$ cat config.mk
export PLATFORM = sky130hd
export DESIGN_NAME = switch_port_event_notifier
export DESIGN_NICKNAME = d
export VERILOG_FILES = /design/src/design/notifier_pkg.sv /design/src/design/event_threshold_counter.sv /design/src/design/multicast_vector_filter.sv /design/src/design/switch_port_event_notifier.sv
export SDC_FILE = /design/constraint.sdc
export NUM_CORES = 1
export LEC_CHECK = 0
export BUFFER_PORTS_ARGS = -buffer_cell sky130_fd_sc_hd__buf_2
export CAP_MARGIN = 15
export CELL_PAD_IN_SITES_DETAIL_PLACEMENT = 2
export CELL_PAD_IN_SITES_GLOBAL_PLACEMENT = 2
export CORE_UTILIZATION = 30
export DETAILED_ROUTE_END_ITERATION = 12
export PLACE_DENSITY = 0.68
export SLEW_MARGIN = 15
export SYNTH_ARGS = -nofsm -noshare
export SYNTH_HDL_FRONTEND = slang
export SYNTH_SLANG_ARGS = --single-unit
export TNS_END_PERCENT = 1
$ cat constraint.sdc
create_clock -name hclk -period 3.4 [get_ports hclk]
set_input_delay 0.17 -clock hclk [delete_from_list [all_inputs] [get_ports hclk]]
set_output_delay 0.17 -clock hclk [all_outputs]
set_load 0.01 [all_outputs]
$ cat src/design/notifier_pkg.sv
/*
  Shared constants, field layout, carriers and helpers for the port event notifier.
  Assumes one core clock (hclk) and one asynchronous active-low reset.
*/
package notifier_pkg;

  // ============================================================
  // sizes
  localparam int NUM_PORTS = 4;
  localparam int PORT_W = 2;
  localparam int CNT_W = 16;
  localparam int ADDR_W = 8;
  localparam int NSTAT = 12;
  localparam int NCNT = 5;

  // ============================================================
  // register byte offsets
  localparam logic [ADDR_W-1:0] OFS_STATUS = 8'h00;
  localparam logic [ADDR_W-1:0] OFS_INT_EN = 8'h04;
  localparam logic [ADDR_W-1:0] OFS_PW_EN = 8'h08;
  localparam logic [ADDR_W-1:0] OFS_RETRY_THR = 8'h0c;
  localparam logic [ADDR_W-1:0] OFS_EGR_THR = 8'h10;
  localparam logic [ADDR_W-1:0] OFS_ING_THR = 8'h14;
  localparam logic [ADDR_W-1:0] OFS_RDR_THR = 8'h18;
  localparam logic [ADDR_W-1:0] OFS_MC_CTRL = 8'h1c;
  localparam logic [ADDR_W-1:0] OFS_REMOVED = 8'h20;
  localparam logic [ADDR_W-1:0] OFS_ERR_THR = 8'h24;
  localparam logic [ADDR_W-1:0] OFS_GSTAT = 8'h28;

  // ============================================================
  // status bit positions
  localparam int B_MAX_RETRY = 0;
  localparam int B_BAD_TRANS = 1;
  localparam int B_PARITY = 2;
  localparam int B_LINK_FAIL = 3;
  localparam int B_LINK_DEG = 4;
  localparam int B_RESET_REQ = 5;
  localparam int B_MC_SYMBOL = 6;
  localparam int B_EGR_CONG = 7;
  localparam int B_ING_CONG = 8;
  localparam int B_REORDER = 9;
  localparam int B_IMPL_ERR = 10;
  localparam int B_LAT_EXP = 11;

  // other field positions
  localparam int MC_AUTO_BIT = 0;
  localparam int MC_BIND_LSB = 8;
  localparam int ERR_FAIL_LSB = 0;
  localparam int ERR_DEG_LSB = 8;

  // counter slots
  localparam int C_RETRY = 0;
  localparam int C_SYM = 1;
  localparam int C_EGR = 2;
  localparam int C_ING = 3;
  localparam int C_RDR = 4;

  // ============================================================
  // values after reset and fixed constants
  localparam logic [NSTAT-1:0] RST_INT_EN = 12'h000;
  localparam logic [NSTAT-1:0] RST_PW_EN = 12'h000;
  localparam logic [NSTAT-1:0] PW_CAPABLE = 12'hf9f;
  localparam logic [CNT_W-1:0] RST_RETRY_THR = 16'h0010;
  localparam logic [CNT_W-1:0] RST_QUEUE_THR = 16'h0008;
  localparam logic [CNT_W-1:0] RST_RDR_THR = 16'hffff;
  localparam logic [CNT_W-1:0] RST_ERR_THR = 16'h0000;
  localparam logic [CNT_W-1:0] SYM_RUN_LEN = 16'h0004;
  localparam logic [CNT_W-1:0] CNT_ZERO = 16'h0000;
  localparam logic [NUM_PORTS-1:0] RST_MC_BIND = 4'h0;

  // ============================================================
  // carriers
  typedef struct packed {
    logic retry;
    logic pkt_accept;
    logic unmapped_route;
    logic reserved_tt;
    logic maint_hop_nonzero;
    logic parity_err;
    logic reset_req_sym;
    logic other_sym;
    logic mc_symbol;
    logic egress_exceed;
    logic ingress_exceed;
    logic reorder_inc;
    logic [7:0] err_rate;
    logic [NUM_PORTS-1:0] latency_expired;
  } event_in_t;

  typedef struct packed {
    logic valid;
    logic [NUM_PORTS-1:0] group;
    logic [PORT_W-1:0] ingress;
  } mc_pkt_t;

  typedef enum logic [1:0] {
    BUS_IDLE = 2'b00,
    BUS_RD_WAIT = 2'b01,
    BUS_RD_DONE = 2'b11
  } bus_state_t;

  // ============================================================
  // helpers
  function automatic logic [NSTAT-1:0] sticky_next(input logic [NSTAT-1:0] cur,
      input logic [NSTAT-1:0] set, input logic [NSTAT-1:0] clr);
    sticky_next = (cur & ~clr) | set;
  endfunction

  function automatic logic [NUM_PORTS-1:0] port_onehot(input logic [PORT_W-1:0] idx);
    port_onehot = {NUM_PORTS{1'b0}};
    for (int i = 0; i < NUM_PORTS; i++) begin
      if (idx == i[PORT_W-1:0]) begin
        port_onehot[i] = 1'b1;
      end
    end
  endfunction

endpackage

$ cat src/design/event_threshold_counter.sv
/*
  Event counter that pulses when its count reaches a programmed threshold.
  Assumes inc/clr are single-cycle strobes synchronous to hclk.
*/
`timescale 1ns/1ps
`default_nettype none
module event_threshold_counter
  import notifier_pkg::*;
(
  // clock and reset
  input wire logic hclk,
  input wire logic hresetn,
  // counting
  input wire logic inc,
  input wire logic clr,
  input wire logic [CNT_W-1:0] thr,
  output logic hit
);

  logic [CNT_W-1:0] count;
  wire [CNT_W:0] count_plus = {1'b0, count} + {{CNT_W{1'b0}}, inc};

  // zero threshold disables; clear beats a coincident hit
  assign hit = inc && !clr && (thr != CNT_ZERO) && (count_plus == {1'b0, thr});

  always_ff @(posedge hclk or negedge hresetn) begin
    if (!hresetn) begin
      count <= CNT_ZERO;
    end else if (clr || hit) begin
      count <= CNT_ZERO;
    end else begin
      count <= count_plus[CNT_W-1:0];
    end
  end

endmodule
`default_nettype wire

$ cat src/design/multicast_vector_filter.sv
/*
  Combinational multicast egress vector builder.
  Assumes the group mask, bound mask and removed set are stable in the cycle used.
*/
`timescale 1ns/1ps
`default_nettype none
module multicast_vector_filter
  import notifier_pkg::*;
(
  // packet
  input wire logic [NUM_PORTS-1:0] group,
  input wire logic [PORT_W-1:0] ingress,
  // configuration
  input wire logic [NUM_PORTS-1:0] bound,
  input wire logic [NUM_PORTS-1:0] removed,
  // result
  output logic [NUM_PORTS-1:0] vector,
  output logic empty
);

  wire [NUM_PORTS-1:0] ingress_bit = port_onehot(ingress);

  // a removed port only loses its own copy
  assign vector = group & bound & ~removed & ~ingress_bit;
  assign empty = (vector == {NUM_PORTS{1'b0}});

endmodule
`default_nettype wire

$ cat src/design/switch_port_event_notifier.sv
/*
  Per-port event notifier: sticky status, interrupt and port-write request,
  event counters, multicast vector filtering and AHB-Lite register slave.
  Assumes event strobes are one-cycle pulses synchronous to hclk and that a
  single AHB-Lite master issues single word transfers.
*/
`timescale 1ns/1ps
`default_nettype none
module switch_port_event_notifier
  import notifier_pkg::*;
(
  // clock and reset
  input wire logic hclk,
  input wire logic hresetn,
  // ahb-lite slave
  input wire logic hsel,
  input wire logic [31:0] haddr,
  input wire logic [1:0] htrans,
  input wire logic hwrite,
  input wire logic [2:0] hsize,
  input wire logic [31:0] hwdata,
  input wire logic hready,
  output logic hreadyout,
  output logic hresp,
  output logic [31:0] hrdata,
  // port events
  input wire event_in_t ev,
  input wire logic port_reset,
  // multicast packets
  input wire mc_pkt_t mc_pkt,
  output logic mc_out_valid,
  output logic [NUM_PORTS-1:0] mc_egress,
  output logic mc_drop,
  output logic [NUM_PORTS-1:0] mc_purge,
  // notification
  output logic int_n,
  output logic pw_req,
  output logic [NSTAT-1:0] pw_cause
);

  // ============================================================
  // registers
  logic [NSTAT-1:0] status, gstat, int_en, pw_en;
  logic [CNT_W-1:0] retry_thr, egr_thr, ing_thr, rdr_thr, err_thr;
  logic mc_auto;
  logic [NUM_PORTS-1:0] mc_bind, removed;
  logic fail_ge_q, deg_ge_q;

  // ============================================================
  // bus front end
  bus_state_t state, next_state;
  logic wr_pend;
  logic [ADDR_W-1:0] wr_addr, rd_addr;
  logic rd_mapped;
  logic [31:0] rd_mux;

  wire take = hsel && hready && htrans[1];
  wire in_range = (haddr[31:ADDR_W] == 24'h000000);
  wire take_wr = take && hwrite && in_range;
  wire take_rd = take && !hwrite;

  // reads take one wait state so a write just before is seen
  assign hreadyout = (state != BUS_RD_WAIT);
  assign hresp = 1'b0;

  always_comb begin
    next_state = state;
    case (state)
      BUS_IDLE: begin
        if (take_rd) begin
          next_state = BUS_RD_WAIT;
        end
      end
      BUS_RD_WAIT: next_state = BUS_RD_DONE;
      BUS_RD_DONE: begin
        next_state = take_rd ? BUS_RD_WAIT : BUS_IDLE;
      end
      default: next_state = BUS_IDLE;
    endcase
  end

  always_ff @(posedge hclk or negedge hresetn) begin
    if (!hresetn) begin
      state <= BUS_IDLE;
      wr_pend <= 1'b0;
      wr_addr <= 8'h00;
      rd_addr <= 8'h00;
      rd_mapped <= 1'b0;
    end else begin
      state <= next_state;
      wr_pend <= take_wr;
      if (take) begin
        wr_addr <= haddr[ADDR_W-1:0];
        rd_addr <= haddr[ADDR_W-1:0];
        rd_mapped <= in_range;
      end
    end
  end

  always_ff @(posedge hclk or negedge hresetn) begin
    if (!hresetn) begin
      hrdata <= 32'h00000000;
    end else if (state == BUS_RD_WAIT) begin
      hrdata <= rd_mapped ? rd_mux : 32'h00000000;
    end
  end

  // unmapped offsets read as zero
  always_comb begin
    case (rd_addr)
      OFS_STATUS: rd_mux = {20'h00000, status};
      OFS_INT_EN: rd_mux = {20'h00000, int_en};
      OFS_PW_EN: rd_mux = {20'h00000, pw_en};
      OFS_RETRY_THR: rd_mux = {16'h0000, retry_thr};
      OFS_EGR_THR: rd_mux = {16'h0000, egr_thr};
      OFS_ING_THR: rd_mux = {16'h0000, ing_thr};
      OFS_RDR_THR: rd_mux = {16'h0000, rdr_thr};
      OFS_MC_CTRL: rd_mux = {20'h00000, mc_bind, 7'h00, mc_auto};
      OFS_REMOVED: rd_mux = {28'h0000000, removed};
      OFS_ERR_THR: rd_mux = {16'h0000, err_thr};
      OFS_GSTAT: rd_mux = {20'h00000, gstat};
      default: rd_mux = 32'h00000000;
    endcase
  end

  // ============================================================
  // write decode
  wire w_status = wr_pend && (wr_addr == OFS_STATUS);
  wire w_int_en = wr_pend && (wr_addr == OFS_INT_EN);
  wire w_pw_en = wr_pend && (wr_addr == OFS_PW_EN);
  wire w_retry = wr_pend && (wr_addr == OFS_RETRY_THR);
  wire w_egr = wr_pend && (wr_addr == OFS_EGR_THR);
  wire w_ing = wr_pend && (wr_addr == OFS_ING_THR);
  wire w_rdr = wr_pend && (wr_addr == OFS_RDR_THR);
  wire w_mc = wr_pend && (wr_addr == OFS_MC_CTRL);
  wire w_removed = wr_pend && (wr_addr == OFS_REMOVED);
  wire w_err = wr_pend && (wr_addr == OFS_ERR_THR);
  wire w_gstat = wr_pend && (wr_addr == OFS_GSTAT);

  wire [NSTAT-1:0] clr_status = w_status ? hwdata[NSTAT-1:0] : 12'h000;
  wire [NSTAT-1:0] clr_gstat = w_gstat ? hwdata[NSTAT-1:0] : 12'h000;
  wire [NUM_PORTS-1:0] clr_removed = w_removed ? hwdata[NUM_PORTS-1:0] : 4'h0;

  // ============================================================
  // event counters
  logic [NCNT-1:0] c_inc, c_clr, c_hit;
  logic [CNT_W-1:0] c_thr [NCNT];

  assign c_inc[C_RETRY] = ev.retry;
  assign c_inc[C_SYM] = ev.reset_req_sym;
  assign c_inc[C_EGR] = ev.egress_exceed;
  assign c_inc[C_ING] = ev.ingress_exceed;
  assign c_inc[C_RDR] = ev.reorder_inc;
  assign c_clr[C_RETRY] = ev.pkt_accept;
  assign c_clr[C_SYM] = ev.other_sym;
  assign c_clr[C_EGR] = 1'b0;
  assign c_clr[C_ING] = 1'b0;
  assign c_clr[C_RDR] = 1'b0;
  assign c_thr[C_RETRY] = retry_thr;
  assign c_thr[C_SYM] = SYM_RUN_LEN;
  assign c_thr[C_EGR] = egr_thr;
  assign c_thr[C_ING] = ing_thr;
  assign c_thr[C_RDR] = rdr_thr;

  // one shared retry counter, not one per packet
  for (genvar g = 0; g < NCNT; g++) begin : g_cnt
    event_threshold_counter u_cnt (
      .hclk(hclk),
      .hresetn(hresetn),
      .inc(c_inc[g]),
      .clr(c_clr[g]),
      .thr(c_thr[g]),
      .hit(c_hit[g])
    );
  end

  // ============================================================
  // error rate thresholds, zero disables
  wire [7:0] fail_thr = err_thr[ERR_FAIL_LSB +: 8];
  wire [7:0] deg_thr = err_thr[ERR_DEG_LSB +: 8];
  wire fail_ge = (fail_thr != 8'h00) && (ev.err_rate >= fail_thr);
  wire deg_ge = (deg_thr != 8'h00) && (ev.err_rate >= deg_thr);

  // ============================================================
  // event set vector; the implementation error bit is shared by retry limit, bad transaction and parity
  wire bad_trans = ev.unmapped_route || ev.reserved_tt || ev.maint_hop_nonzero;
  wire [NSTAT-1:0] set_vec = {
    |ev.latency_expired,
    c_hit[C_RETRY] | bad_trans | ev.parity_err,
    c_hit[C_RDR],
    c_hit[C_ING],
    c_hit[C_EGR],
    ev.mc_symbol,
    c_hit[C_SYM],
    deg_ge && !deg_ge_q,
    fail_ge && !fail_ge_q,
    ev.parity_err,
    bad_trans,
    c_hit[C_RETRY]
  };
  // symbol events never reach the port-write path
  wire [NSTAT-1:0] pw_set = set_vec & pw_en & PW_CAPABLE;
  wire [NSTAT-1:0] gset = set_vec & ((12'h001 << B_RESET_REQ) | (12'h001 << B_MC_SYMBOL));
  wire [NSTAT-1:0] next_status = sticky_next(status, set_vec, clr_status);

  // ============================================================
  // status, interrupt and port-write request
  always_ff @(posedge hclk or negedge hresetn) begin
    if (!hresetn) begin
      status <= 12'h000;
      gstat <= 12'h000;
      fail_ge_q <= 1'b0;
      deg_ge_q <= 1'b0;
      int_n <= 1'b1;
      pw_req <= 1'b0;
      pw_cause <= 12'h000;
    end else begin
      status <= next_status;
      gstat <= sticky_next(gstat, gset, clr_gstat);
      fail_ge_q <= fail_ge;
      deg_ge_q <= deg_ge;
      int_n <= ((next_status & int_en) == 12'h000);
      pw_req <= (pw_set != 12'h000);
      pw_cause <= pw_set;
    end
  end

  // ============================================================
  // configuration; port reset wins over software for pw_en, mc_auto, mc_bind and removed
  always_ff @(posedge hclk or negedge hresetn) begin
    if (!hresetn) begin
      int_en <= RST_INT_EN;
      retry_thr <= RST_RETRY_THR;
      egr_thr <= RST_QUEUE_THR;
      ing_thr <= RST_QUEUE_THR;
      rdr_thr <= RST_RDR_THR;
      err_thr <= RST_ERR_THR;
    end else begin
      if (w_int_en) int_en <= hwdata[NSTAT-1:0];
      if (w_retry) retry_thr <= hwdata[CNT_W-1:0];
      if (w_egr) egr_thr <= hwdata[CNT_W-1:0];
      if (w_ing) ing_thr <= hwdata[CNT_W-1:0];
      if (w_rdr) rdr_thr <= hwdata[CNT_W-1:0];
      if (w_err) err_thr <= hwdata[CNT_W-1:0];
    end
  end

  wire [NUM_PORTS-1:0] remove_set = mc_auto ? ev.latency_expired : 4'h0;

  always_ff @(posedge hclk or negedge hresetn) begin
    if (!hresetn) begin
      pw_en <= RST_PW_EN;
      mc_auto <= 1'b0;
      mc_bind <= RST_MC_BIND;
      removed <= 4'h0;
    end else if (port_reset) begin
      pw_en <= RST_PW_EN;
      mc_auto <= 1'b0;
      mc_bind <= RST_MC_BIND;
      removed <= 4'h0;
    end else begin
      if (w_pw_en) pw_en <= hwdata[NSTAT-1:0] & PW_CAPABLE;
      if (w_mc) mc_auto <= hwdata[MC_AUTO_BIT];
      if (w_mc) mc_bind <= hwdata[MC_BIND_LSB +: NUM_PORTS];
      removed <= (removed & ~clr_removed) | remove_set;
    end
  end

  // ============================================================
  // multicast filtering; port-writes do not take this path
  logic [NUM_PORTS-1:0] vec;
  logic vec_empty;

  multicast_vector_filter u_filter (
    .group(mc_pkt.group),
    .ingress(mc_pkt.ingress),
    .bound(mc_bind),
    .removed(removed),
    .vector(vec),
    .empty(vec_empty)
  );

  // a dropped packet leaves no trace in status
  always_ff @(posedge hclk or negedge hresetn) begin
    if (!hresetn) begin
      mc_out_valid <= 1'b0;
      mc_egress <= 4'h0;
      mc_drop <= 1'b0;
      mc_purge <= 4'h0;
    end else begin
      mc_out_valid <= mc_pkt.valid && !vec_empty;
      mc_egress <= mc_pkt.valid ? vec : 4'h0;
      mc_drop <= mc_pkt.valid && vec_empty;
      mc_purge <= ev.latency_expired;
    end
  end
endmodule
`default_nettype wire

==> metrics <==
Hold Path End err_thr[12]; critical path arrival ~3700 ps; layout cells sized above 1 around 22%; initial core utilization between 30% and 40%; vias post-DR 11870; Die H 219.9 um; clock sinks between 200 and 300; slack of the worst reg-to-reg path ~210 ps; core region area approximately 0.047 mm^2; count of cell types in the netlist 80; clock root cell clkbuf_16; cell family with most CP delay simple AND/OR/NAND/NOR gates; drc violations 8; antenna violations before repair 0; post-synthesis average cell area 10.28 um^2; critical path class reg2reg; CP Data Required Time 3870 ps; crit path capture type register; cells after synthesis roughly 1400; Max clock buf depth 3; hold depth 2; HP Start hwdata[12]; cell mode on critical path or4_4; final setup violation count 0; Finished Layout Cells 2182; Num CTS Buffers 34; fmax about 310 MHz; pre-CTS setup slack between 40 and 50 ps; TritonCTS clock tree yes; total wire length about 53000 um; slowest cell on the critical path or4_4; Reg2Reg Launch Point g_cnt[3].u_cnt.count[0]; leak pwr around 7.3 nW; Layout area overhead 19.97%; Inst Count DP approximately 2100; vias in the first global route 13100; worst clock skew approximately 29 ps; CP max FO 7; worst path cell trace ha_1 -> ha_2 -> inv_1 -> or4_4 -> xnor2_1 -> nor2_1 -> or4_4 -> nor4_4 -> buf_4 -> a211oi_1 -> o2111a_1; post-synthesis sequential area ratio between 40% and 50%; FF+latch count, synth 267; Synth async-reset ratio 100.0%; r2r endpoint int_n; nets 1684; RSZ-0062 raised after global routing false; Worst Path Buf+Inv 2; R2R depth 11; Hold Violations, Final 0; YS warnings 0; final-report max-slew violation count 0; crit-path max cell delay between 500 and 600 ps; Clk pin slew, worst setup/hold paths roughly 60 ps; Worst slew margin 31.91%; failing checks design-rule violations; I/O pin total between 150 and 200; initial detailed-routing violation count 741; Die W between 200 and 250 um; Total Power 8.745 mW; first-pass GRT wire length 81770 um; Post-synth EDFFs 0; setup TNS 0 ps; largest net degree at the start of global routing 96; outcome finished with violations; GP Congestion just over 0.8; Max-cap violations 0; drt first pass iters 10; antenna cells 0; num rows 79; Total Routing Usage GR approximately 22%; Peak VDD IR approximately 0.33 mV; Port Buffers ~120; crit share post-route a little over nine tenths; Routed Antenna Nets 0; clk_lat worst skew about 560 ps; Worst Tran Pin Value 1021 ps; die area approximately 0.048 mm^2; CTS HTree Levels 2; Final HPWL DP 38400 um; hold crit path type in2reg; vias per cell around 5.4; Tmin final between 3000 and 4000 ps; Setup WS post-layout between 200 and 250 ps; dominant synthesized flop cell dfrtp_1; DR WL/cell roughly 24 um; power per cell area between 500 and 600 mW/mm^2; grt total ovfl 0; post-synthesis cell area 0.01424 mm^2; Worst Setup Start Kind register
[flip-flops by register name, indices dropped and copies added, names as in the netlist, 4 cells and up]
signal             flops
g_cnt.u_cnt.count     80
retry_thr             16
status                12
err_thr               16
rdr_thr               16
int_en                12
rd_addr                8
removed                4
mc_purge               4
hrdata                16
mc_bind                4
gstat                 12
ing_thr               16
mc_egress              4
pw_cause              10
egr_thr               16
pw_en                 10
[through the flow]
step	utilization [%]	hold slack (ps)	instance area [um^2]
3_3_place_gp	33.46	265.8	15610
5_1_grt	36.62	17.25	17090
3_5_place_dp	33.46	295.3	15610
6_report	36.62	15.48	17090
4_1_cts	36.60	3.880	17070
2_1_floorplan	-	-125.6	14310
[synth_stat cells (all sizes together), types with 8 or more instances]
library cell	number	area share (%)
a21oi	31	1.1
a22oi	34	1.8
and4	14	0.90
and3	11	0.52
nor2b	10	0.44
a31oi	10	0.44
and2	17	0.75
inv	45	1.2
mux2	95	7.5
a21boi	11	0.58
a22o	18	1.1
dfstp	20	3.7
xnor2	76	4.7
a222oi	15	1.1
nor4	48	2.5
clkbuf	42	1.1
xor2	56	3.4
nor3	17	0.68
nor2	123	3.2
a21o	16	0.84
a221oi	9	0.55
nand2	111	2.9
ha	28	2.5
o21ai	33	1.2
nand3	72	2.6
dfrtp	247	43
or4	13	0.76
nand2b	8	0.35
nand4	33	1.6
buf	41	1.8
[repair_timing]
action | in CTS | in global routing
setup buffers | 0 | 1
setup endpoints to repair | 0 | 19
endpoints found under the hold margin | 124 | 0
resized for setup | 0 | 2
hold buffers | 29 | 0
[power breakdown]
group          internal (mW)  total, mW  switching, mW
clock network           2.32       3.83           1.51
registers               3.41       3.70          0.294
logic                  0.518       1.22          0.701
total                   6.24       8.74           2.50
[cell type report]
| type | count | area (um^2) |
|---|---|---|
| Timing Repair Buffer | 193 | 1259 |
| Clock buffer | 51 | 1025 |
| Inverter | 46 | 172.7 |
| Tap cell | 607 | 759.5 |
| Multi-Input combinational cell | 1008 | 7014 |
| Sequential cell | 267 | 6706 |
| Fill cell | 5057 | 29570 |
| Clock inverter | 10 | 148.9 |
[cells in the final DEF, fill, tap and decap left out, drive strengths merged, types with 11 or more instances in the layout]
cell	synthesis	routed
nor2	123	123
buf	41	164
and3	11	11
dlygate4sd3	0	29
a22o	18	18
nand4	33	33
inv	45	47
nand2	111	111
nor3	17	17
clkbuf	42	51
dfrtp	247	247
nor4	48	48
conb	1	19
a21oi	31	31
xnor2	76	76
mux2	95	95
nand3	72	72
or4	13	13
o21ai	33	33
a222oi	15	15
dfstp	20	20
a21boi	11	11
ha	28	28
and2	17	17
a22oi	34	34
xor2	56	56
and4	14	14
a21o	16	16
[routing by layer]
layer	global-route usage [%]	share of wire [%]	vias up	routed length, um
met4	6.851	2.6	0	1372
met5	0	0	-	0
met1	30.08	45	6219	24000
met3	2.664	3.5	76	1867
met2	37.74	49	233	25760
li1	-	-	5344	-
[worst max path at each step]
stage               depth (start not counted)                       to                    start  slack (ps)
floorplan                                  10  g_cnt[3].u_cnt.count[8]  g_cnt[3].u_cnt.count[0]         420
global placement                           10  g_cnt[3].u_cnt.count[8]  g_cnt[3].u_cnt.count[0]         190
detailed placement                         10  g_cnt[3].u_cnt.count[8]  g_cnt[3].u_cnt.count[0]          50
CTS                                        10  g_cnt[3].u_cnt.count[8]  g_cnt[3].u_cnt.count[0]          20
global route                               11                    int_n  g_cnt[3].u_cnt.count[0]          30
finish                                     11                    int_n  g_cnt[3].u_cnt.count[0]         210
[cell families after synthesis]
logic type	share of synthesized area (%)
buffers and inverters	4.156
DFF	47.09
muxes	7.652
AOI/OAI and AO/OA	11.92
and+or+nand+nor	18.41
adders and majority gates	2.460
xor gates and xnor gates	8.285
other	0.02633
No activity file was read; power rests on OpenSTA's default activity.
